`src/design/pots_pkg.sv`:
```
// pots_pkg: register map, field layout and carrier types of the pattern output trigger select block.
// assumes an APB slave with 32-bit data, one aligned word per register.
package pots_pkg;
    localparam int unsigned POTS_GROUPS = 4;
    localparam int unsigned POTS_PINS = 16;
    localparam logic [11:0] POTS_ADDR_SEL = 12'h000;
    localparam logic [11:0] POTS_ADDR_MODE = 12'h004;
    localparam logic [11:0] POTS_ADDR_NEXT_VAL = 12'h008;
    localparam logic [11:0] POTS_ADDR_NEXT_EN = 12'h00C;
    localparam logic [11:0] POTS_ADDR_PINS = 12'h010;
    localparam logic [7:0] POTS_SEL_RESET = 8'hFF;
    localparam logic [15:0] POTS_NEXT_VAL_RESET = 16'h0000;
    localparam logic [15:0] POTS_NEXT_EN_RESET = 16'h0000;
    localparam logic [15:0] POTS_PINS_RESET = 16'h0000;
    localparam int unsigned POTS_MODE_NONOVL_BIT = 0;
    localparam logic POTS_MODE_RESET = 1'b0;
    localparam logic [31:0] POTS_RDATA_RESET = 32'h00000000;

    typedef struct packed {
        logic [3:0] match_a;
        logic [3:0] match_b;
    } pots_match_t;

    typedef struct packed {
        logic [7:0] sel;
        logic nonovl;
        logic [15:0] next_val;
        logic [15:0] next_en;
        logic [15:0] pins;
        logic [31:0] rdata;
    } pots_state_t;
endpackage : pots_pkg

```
`src/design/pots_top.sv`:
```
// pots_top: trigger selection, group 3 mode and pattern pin update with an APB register file.
// assumes compare match inputs are one-cycle pulses synchronous to pclk.
//
// Notes on behaviour
// - select bits 1:0 pick trigger for pins 3:0
// - select bits 3:2 pick trigger for pins 7:4
// - select bits 5:4 pick trigger for pins 11:8
// - group 3 normal: update on match A only
// - group 3 non-overlap: match A and B govern
// - select bits 7:6 pick trigger for pins 15:12
// - enabled pins take next value on trigger
//
// The address map and the APB register port were left to the implementer.
`timescale 1ns/1ps
module pots_top #(
    parameter int unsigned CHANNELS = 4
) (
    input wire logic pclk,
    input wire logic presetn,
    input wire logic clk_en,
    input wire logic psel,
    input wire logic penable,
    input wire logic pwrite,
    input wire logic [11:0] paddr,
    input wire logic [31:0] pwdata,
    output logic [31:0] prdata,
    output logic pready,
    output logic pslverr,
    input wire pots_pkg::pots_match_t match,
    output logic [15:0] pattern_pin
);
    if (CHANNELS != 4)
    begin : g_bad_channels
        $error("pots_top serves exactly four timer channels");
    end

    // all registered state of the block
    pots_pkg::pots_state_t st;
    pots_pkg::pots_state_t next_st;

    // trigger pulses after channel selection, one per group
    logic [3:0] grp_a;
    logic [3:0] grp_b;

    // load masks of groups 0 to 2 and of group 3
    logic [11:0] grp_mask;
    logic [3:0] grp3_mask;
    logic [3:0] g3_fall;
    logic [3:0] g3_rise;

    // pins that take their next value at this edge
    logic [15:0] load_val;
    logic [15:0] load_mask;

    // bus decode
    logic setup_phase;
    logic write_access;
    logic [4:0] rd_hit;
    logic [4:0] wr_hit;

    // picks the match pulse of the channel coded in a 2-bit field
    function automatic logic pick(input logic [3:0] m, input logic [1:0] code);
        pick = m[code];
    endfunction : pick

    // one-hot register decode: select, mode, next value, next enable, pins
    function automatic logic [4:0] decode(input logic [11:0] a);
        decode = 5'h00;
        case (a)
            pots_pkg::POTS_ADDR_SEL:
            begin
                decode = 5'h01;
            end
            pots_pkg::POTS_ADDR_MODE:
            begin
                decode = 5'h02;
            end
            pots_pkg::POTS_ADDR_NEXT_VAL:
            begin
                decode = 5'h04;
            end
            pots_pkg::POTS_ADDR_NEXT_EN:
            begin
                decode = 5'h08;
            end
            pots_pkg::POTS_ADDR_PINS:
            begin
                decode = 5'h10;
            end
            default:
            begin
                decode = 5'h00;
            end
        endcase
    endfunction : decode

    // channel selection per group
    genvar g;
    for (g = 0; g < 4; g++)
    begin : g_grp
        assign grp_a[g] = pick(match.match_a, st.sel[2*g +: 2]);
        assign grp_b[g] = pick(match.match_b, st.sel[2*g +: 2]);
    end

    // groups 0 to 2 always load on match A
    for (g = 0; g < 3; g++)
    begin : g_plain
        assign grp_mask[4*g +: 4] = {4{grp_a[g]}};
    end

    // non-overlap: match A loads pins headed low, match B pins headed high
    assign g3_fall = {4{grp_a[3]}} & ~st.next_val[15:12];
    assign g3_rise = {4{grp_b[3]}} & st.next_val[15:12];

    always_comb
    begin
        if (st.nonovl)
        begin
            grp3_mask = g3_fall | g3_rise;
        end
        else
        begin
            grp3_mask = {4{grp_a[3]}};
        end
    end

    always_comb
    begin
        load_val = st.next_val;
        load_mask = {grp3_mask, grp_mask} & st.next_en;
    end

    // bus phases and decode
    always_comb
    begin
        setup_phase = psel && !penable;
        write_access = psel && penable && pwrite;
        rd_hit = decode(paddr);
        wr_hit = decode(paddr);
    end

    // next state: pin update, read capture and register writes
    always_comb
    begin
        next_st = st;
        // one update per sampled match pulse
        next_st.pins = (st.pins & ~load_mask) | (load_val & load_mask);
        if (setup_phase)
        begin
            // unmapped reads return zero
            next_st.rdata = 32'h00000000;
            if (rd_hit[0])
            begin
                next_st.rdata = {24'h000000, st.sel};
            end
            if (rd_hit[1])
            begin
                next_st.rdata = {31'h00000000, st.nonovl};
            end
            if (rd_hit[2])
            begin
                next_st.rdata = {16'h0000, st.next_val};
            end
            if (rd_hit[3])
            begin
                next_st.rdata = {16'h0000, st.next_en};
            end
            if (rd_hit[4])
            begin
                next_st.rdata = {16'h0000, st.pins};
            end
        end
        // pins register is read only; writes there fall through
        if (write_access)
        begin
            if (wr_hit[0])
            begin
                next_st.sel = pwdata[7:0];
            end
            if (wr_hit[1])
            begin
                next_st.nonovl = pwdata[pots_pkg::POTS_MODE_NONOVL_BIT];
            end
            if (wr_hit[2])
            begin
                next_st.next_val = pwdata[15:0];
            end
            if (wr_hit[3])
            begin
                next_st.next_en = pwdata[15:0];
            end
        end
    end

    // clock enable low freezes every field, pins included
    always_ff @(posedge pclk or negedge presetn)
    begin
        if (!presetn)
        begin
            st.sel <= pots_pkg::POTS_SEL_RESET;
            st.nonovl <= pots_pkg::POTS_MODE_RESET;
            st.next_val <= pots_pkg::POTS_NEXT_VAL_RESET;
            st.next_en <= pots_pkg::POTS_NEXT_EN_RESET;
            st.pins <= pots_pkg::POTS_PINS_RESET;
            st.rdata <= pots_pkg::POTS_RDATA_RESET;
        end
        else if (clk_en)
        begin
            st <= next_st;
        end
    end

    // zero wait states whenever the block runs
    always_comb
    begin
        pready = clk_en;
        pslverr = 1'b0;
        prdata = st.rdata;
        pattern_pin = st.pins;
    end
endmodule : pots_top

```
`config.mk`:
```
export PLATFORM = sky130hd
export DESIGN_NAME = pots_top
export DESIGN_NICKNAME = d
export VERILOG_FILES = /design/src/design/pots_pkg.sv /design/src/design/pots_top.sv
export SDC_FILE = /design/constraint.sdc
export NUM_CORES = 1
export LEC_CHECK = 0
export ABC_CLOCK_PERIOD_IN_PS = 2100
export BUFFER_PORTS_ARGS = -buffer_cell sky130_fd_sc_hd__buf_2
export CAP_MARGIN = 10
export CORE_MARGIN = 2
export CORE_UTILIZATION = 45
export CTS_CLUSTER_SIZE = 20
export DETAILED_ROUTE_END_ITERATION = 10
export HOLD_SLACK_MARGIN = 0.05
export PLACE_DENSITY = 0.7
export SLEW_MARGIN = 0
export SYNTH_ARGS = -nofsm -noshare
export SYNTH_HDL_FRONTEND = slang
export SYNTH_SLANG_ARGS = --single-unit
```
`constraint.sdc`:
```
create_clock -name pclk -period 2.1 [get_ports pclk]
set_clock_uncertainty 0.05 [all_clocks]
set_input_delay 0.315 -clock pclk [delete_from_list [all_inputs] [get_ports pclk]]
set_output_delay 0.315 -clock pclk [all_outputs]
set_load 0.03 [all_outputs]
```
* Word level (Yosys, flattened, before mapping)
Cells that the tools add are included.
Cells by class: $lt $le $gt $ge 4, eq/ne operators 4, muxes and demuxes 17, bitwise logic cells 9, reductions and logical operators 10
Operators by type and width (number):
- $mux 32 | 4
- $and 16x16->16 | 3
- $pmux 5 s5 | 1
- $eq 12x4->1 const B | 2
- $not 16->16 | 1
- $or 16x16->16 | 1
- $eq 12x3->1 const B | 1
- $eq 12x5->1 const B | 1
- $logic_not 12->1 | 1
- $lt 2x3->1 const B | 4
- $reduce_and 3->1 | 4
- $bmux 1 s2 | 5
- $and 4x4->4 | 2
- $mux 8 | 1
- $mux 1 | 5
- $mux 4 | 1
- $not 4->4 | 1
- $or 4x4->4 | 1
- $logic_and 1x1->1 | 3
- $reduce_and 2->1 | 1
- $logic_not 1->1 | 1
Storage, ports and cells: register bits after elaboration 89, input port bits 58, logic and storage cells 50

* Logic depth before layout (Yosys ltp)
Gate-level depths: netlist of run 1.
word-level depth 9, gate-level depth with buffers 6

* Worst setup path after synthesis of run 1
OpenSTA, ideal clock, no wires.
kind register to register, start register st[87] in the netlist's numbering, end register (tool-made name), library setup time 0.144 ns, arrival time 1.695 ns, required time 1.906 ns, path slack 0.211 ns, cell stages (with the launch flop) 6, path buffers 1, path through dfstp_2 -> buf_2 -> mux4_2 -> nor2b_1 -> a311oi_2 -> o221ai_1
RTL lines:
- start: declaration | line pots_top.sv:38 | pots_pkg::pots_state_t st;
- start signal: assignment | line pots_top.sv:209 | st <= next_st;

==> results of run 1 <==
## placed cells by master (no fill, tap or decap), types with 2 or more instances in the layout
cell type | synthesis | layout
a21o_1 | 8 | 8
mux4_2 | 4 | 4
and2_1 | 10 | 10
nand2b_1 | 2 | 2
nand3_1 | 4 | 4
mux2_2 | 61 | 61
nor2b_1 | 2 | 2
nor3b_1 | 2 | 2
mux2i_1 | 10 | 10
buf_4 | 50 | 13
o221ai_1 | 4 | 4
dfrtp_1 | 65 | 65
clkbuf_8 | 1 | 11
clkinv_4 | 0 | 2
bufinv_16 | 0 | 2
nor2_1 | 4 | 4
nand2_1 | 25 | 25
buf_2 | 4 | 74
buf_12 | 1 | 2
dfstp_2 | 8 | 8
a221o_1 | 7 | 7
conb_1 | 1 | 17
nand4_1 | 2 | 2
a22o_1 | 7 | 7
o21ai_0 | 15 | 15
inv_1 | 8 | 8
## layout make-up
type | instances | area [um2]
repair buffers | 90 | 518
inverters | 8 | 30.0
flip-flops and latches | 73 | 1840
fillers | 771 | 4170
well taps | 108 | 135
multi-input cells | 201 | 1660
clock buffers | 11 | 151
clock inverters | 5 | 86.3
## per-stage QoR
| step | instance area (um2) | power, uW | std cells | utilization |
|---|---|---|---|---|
| 2_1_floorplan | 3980 | 1550 | 342 | - |
| 3_3_place_gp | 4170 | 1630 | 479 | 0.486 |
| 3_5_place_dp | 4170 | 1640 | 479 | 0.486 |
| 4_1_cts | 4420 | 2930 | 496 | 0.514 |
| 5_1_grt | 4420 | 3010 | 496 | 0.514 |
| 6_report | 4420 | 2910 | 496 | 0.514 |
## critical path, stage by stage, from the launching register on
cell	delay, ps
dfstp_2	560
mux4_2	490
and2_1	230
nand2_1	100
mux2_2	330
## power by group through the flow
stage,clock network [uW],logic [uW],registers [uW]
2_1_floorplan,0,118,1430
3_3_place_gp,0,200,1430
3_5_place_dp,0,204,1430
4_1_cts,1320,206,1410
5_1_grt,1390,223,1410
6_report,1300,204,1410
## final timing paths
kind	startpoint	end	slack, ps	depth (start not counted)
hold / removal	pwdata[10]	st[58]	160	2
setup reg to reg	st[85]	register	220	4
min in group asynchronous	presetn	prdata[8]	470	3
hold reg to reg	register	prdata[8]	460	1
setup / recovery	st[85]	register	220	4
max in group asynchronous	presetn	st[81]	1190	3
## what timing repair did
| item | in CTS | in global routing |
|---|---|---|
| setup endpoints to repair | 0 | 0 |
| gates resized for setup | 0 | 0 |
| hold buffers | 1 | 0 |
| endpoints found under the hold margin | 65 | 0 |
## cell families (layout without fill, tap and decap cells)
kind of cell	Yosys count	count (layout)	share of synthesized area
muxes	75	75	0.224
DFF	73	73	0.468
buffers and inverters	68	114	0.123
and+or+nand+nor	64	64	0.0967
AOI/OAI and AO/OA	45	45	0.0874
other	1	17	0.000956
## per-layer routing
| metal | up-vias | part of all wire | global-route usage |
|---|---|---|---|
| met2 | 59 | 0.49 | 0.307 |
| met1 | 1295 | 0.45 | 0.246 |
| met4 | 0 | 0.021 | 0.0801 |
| li1 | 1226 | - | - |
| met5 | - | 0 | 0 |
| met3 | 13 | 0.034 | 0.0353 |
==> metrics.txt, run 1 <==
Post-Route WL=8360 um; grt total ovfl=0; initial core utilization=0.456; Root Buffer=clkbuf_8; Power Density=658 nW/um2; Hold WS=156 ps; Worst Path Class, Setup=reg -> reg; Post-synth top flop=dfrtp_1; Worst-path clk slew=80 ps; Antenna Cells=0; fmax=0.533 GHz; clk sinks=73; Worst Path Max Fanout=4; die height=97.4 um; ys async rst share=1.00; NetSw=700 uW; drc violations=0; Switching Share=0.241; Gate power share=0.070; synthesized flop and latch total=73; Mean Syn Cell Area=12.0 um2; DP Worst Slack=98.2 ps; H-tree depth=3; post-route setup TNS=0 ps; CTS Buffer Depth=2; die width=97.4 um; Pleak=0.00227 uW; Netlist Area Pre-Place=3920 um2; fin crit share=0.893; synth unique cells=44; worst min path class=in -> reg; vias per cell=5.23; synth top area cells=dfrtp_1 41%, mux2_2 18%, buf_4 9.6%; Final #Nets=441; clock latency on the worst-skew pair=350 ps; share of layout cells above drive strength 1=0.479; Fin. Hold Viols=0; DR vias=2,593; sequential share of the synthesized area=0.468; WL/cell=16.9 um; top-area cell type share of the netlist area=0.415; Internal Power=2210 uW; Area Growth Syn to Fin=12.7%; RSZ-0062 raised after global routing=no; first-pass detailed-route iteration total=5; Max-cap violations=0; Final Critical Period=1880 ps; Post CTS Setup Buffer Count=0; Clk pwr share=0.447; Final Setup Violations=0; number of global-route vias before repair=2,673; fin. max-slew vios=0; most frequent cell after synthesis=dfrtp_1; required time of the critical path=2290 ps; largest net degree at the start of global routing=74; Port Buffers=74; CTS buffer count=9; initial antenna violation count=0; CP Launch Type=register; I/O pin count=108; CTS tree=built; FP Rows=34; Post-synth top cells=65 x dfrtp_1, 61 x mux2_2, 50 x buf_4; DR iter-0 viols=101; Total GRT Usage=0.188; antenna viol nets, final=0; WP data arrival=2070 ps; Post-DP HPWL=5850 um; Post-synth EDFFs=0; Final WS setup=224 ps; status=complete, no violations; post-synth top area cell=dfrtp_1; DIE AREA=9480 um2; Flop pwr share=0.483; gpl congestion=0.770; VDD IR max=413 uV; first-pass GRT wire length=13,800 um; Gate Count Post-Synth=326; crit end category=register; yosys warns=0; core area=8590 um2
Power figures use the tool's default switching activity.
==> run 2, diff against run 1 <==
--- a/config.mk
+++ b/config.mk
@@ -14,6 +14,7 @@
 export DETAILED_ROUTE_END_ITERATION = 10
 export HOLD_SLACK_MARGIN = 0.05
 export PLACE_DENSITY = 0.7
+export RECOVER_POWER = 25
 export SLEW_MARGIN = 0
 export SYNTH_ARGS = -nofsm -noshare
 export SYNTH_HDL_FRONTEND = slang
==> run 2 against run 1 <==
Global-route usage unchanged. Critical path depth unchanged. Final cell count unchanged. Fmax about the same. Sequential share of layout area up 0.12 points. Die area is the same. Count of clock-buffer cells in the layout stayed put. Total power barely moved. Via count grew 0.46%. Wire length down 0.53%. Register-to-register slack hardly changed. Sequential cell count is the same. Largest power group unchanged.
==> metrics.txt, run 2 (synthesis gave the netlist of run 1 again) <==
worst-margin pin slew=971 ps; clock latency on the worst-skew pair=350 ps (about the same); Final #Nets=441 (unchanged); core area=8590 um2 (unchanged); largest net degree at the start of global routing=74 (unchanged); first-pass GRT wire length=13,800 um (unchanged); number of global-route vias before repair=2,673 (unchanged); RSZ-0062 raised after global routing=no; commonest non-fill, non-tap cells in the layout=74 x buf_2, 65 x dfrtp_1, 61 x mux2_2, 25 x nand2_1, 17 x conb_1; Final Critical Period=1870 ps (-1.64 ps); CTS tree=built; H-tree depth=3 (unchanged); CTS Buffer Depth=2 (unchanged); Worst Reg-to-Reg Cells=4 (unchanged); CP Launch Type=register; Total GRT Usage=0.188 (unchanged); post-route setup TNS=0 ps (unchanged); Fin. Hold Viols=0 (unchanged); FP Rows=34 (unchanged); fin. max-slew vios=0 (unchanged); Post-Route WL=8320 um (-0.53%); antenna viol nets, final=0 (unchanged); Port Buffers=74 (unchanged); worst min path class=in -> reg; clk sinks=73 (unchanged); drc violations=0 (unchanged); DIE AREA=9480 um2 (unchanged); Max stage delay on crit path=560 ps (about the same); WL/cell=16.8 um (-0.53%); r2r setup slk=230 ps (about the same); Antenna Cells=0 (unchanged); initial antenna violation count=0 (unchanged); DR vias=2,605 (+0.46%); Final Setup Violations=0 (unchanged); WP data arrival=2060 ps (about the same); die width=97.4 um (unchanged); Post-DP HPWL=5850 um (unchanged); Worst-path clk slew=80 ps (about the same); Root Buffer=clkbuf_8; crit path max-delay cell type=dfstp_2; Max-cap violations=0 (unchanged); DR iter-0 viols=95 (-5.9%); CP cell instances=mux4_2 -> and2_1 -> nand2_1 -> mux2_2; share of layout cells above drive strength 1=0.479 (unchanged); CTS buffer count=9 (unchanged); Max-slew headroom=0.353; Pleak=0.00227 uW (-0.21%); grt total ovfl=0 (unchanged); Worst Path Max Fanout=4 (unchanged); first-pass detailed-route iteration total=4 (-1); vias per cell=5.25 (+0.46%); status=complete, no violations; Power Density=660 nW/um2 (+0.31%); crit end category=register; Worst Path Class, Setup=reg -> reg; Area Growth Syn to Fin=12.4%; fin crit share=0.892 (about the same); initial core utilization=0.456 (unchanged); fmax=0.534 GHz (about the same); commonest non-fill, non-tap cell in the layout=buf_2; fin util=0.513 (-0.00146); die height=97.4 um (unchanged); I/O pin count=108 (unchanged); required time of the critical path=2280 ps (about the same); WHS Path Cells=2 (unchanged); VDD IR max=414 uV (about the same); gpl congestion=0.770 (unchanged)
[run 2: critical path: cells and delay by family (launching register included)]
kind / cells / cell delay (ps)
DFF: 1 / 560
and+or+nand+nor: 2 / 340
muxes: 2 / 810
[run 2: final timing paths]
path	from	end
setup / recovery	st[81]	register
hold / removal	pwdata[10]	st[58]
setup reg to reg	st[81]	register
hold reg to reg	register	prdata[8]
max in group asynchronous	presetn	asynchronous set/reset pin
min in group asynchronous	presetn	asynchronous set/reset pin
[run 2: cell type report]
type / instances / area, um2
fillers: 773 / 4190
flip-flops and latches: 73 / 1840
multi-input cells: 201 / 1660
repair buffers: 90 / 505
clock buffers: 11 / 151
well taps: 108 / 135
clock inverters: 5 / 86.3
inverters: 8 / 30.0
[run 2: where the power goes]
group | internal (uW) | total [uW] | switching (uW)
clock | 742 | 1310 | 563
combinational | 59.4 | 199 | 140
sequential | 1410 | 1410 | 0.480
total | 2210 | 2910 | 704
[run 2: through the flow]
stage / cell area (um2) / cells / hold slack, ps / setup slack (ps) / power (uW)
after CTS: 4420 / 496 / 143 / 211 / 2930
after global placement: 4170 / 479 / 321 / 127 / 1630
after detailed placement: 4170 / 479 / 329 / 98.2 / 1640
final: 4410 / 496 / 151 / 226 / 2910
after global routing: 4410 / 496 / 141 / 149 / 3010
after floorplan: 3980 / 342 / -30.6 / 211 / 1550
[run 2: layer usage]
| layer | wire (um) | track usage | vias to the layer above |
|---|---|---|---|
| met2 | 4060 | 0.307 | 70 |
| met1 | 3710 | 0.246 | 1298 |
| met5 | 0 | 0 | - |
| met3 | 404 | 0.0353 | 14 |
| li1 | - | - | 1223 |
| met4 | 144 | 0.0801 | 0 |
[run 2: what timing repair did]
item	CTS	global route
buffers inserted	0	0
gates resized for setup	0	0
hold endpoints to repair	65	0
setup endpoints to repair	0	0
hold buffers	1	0
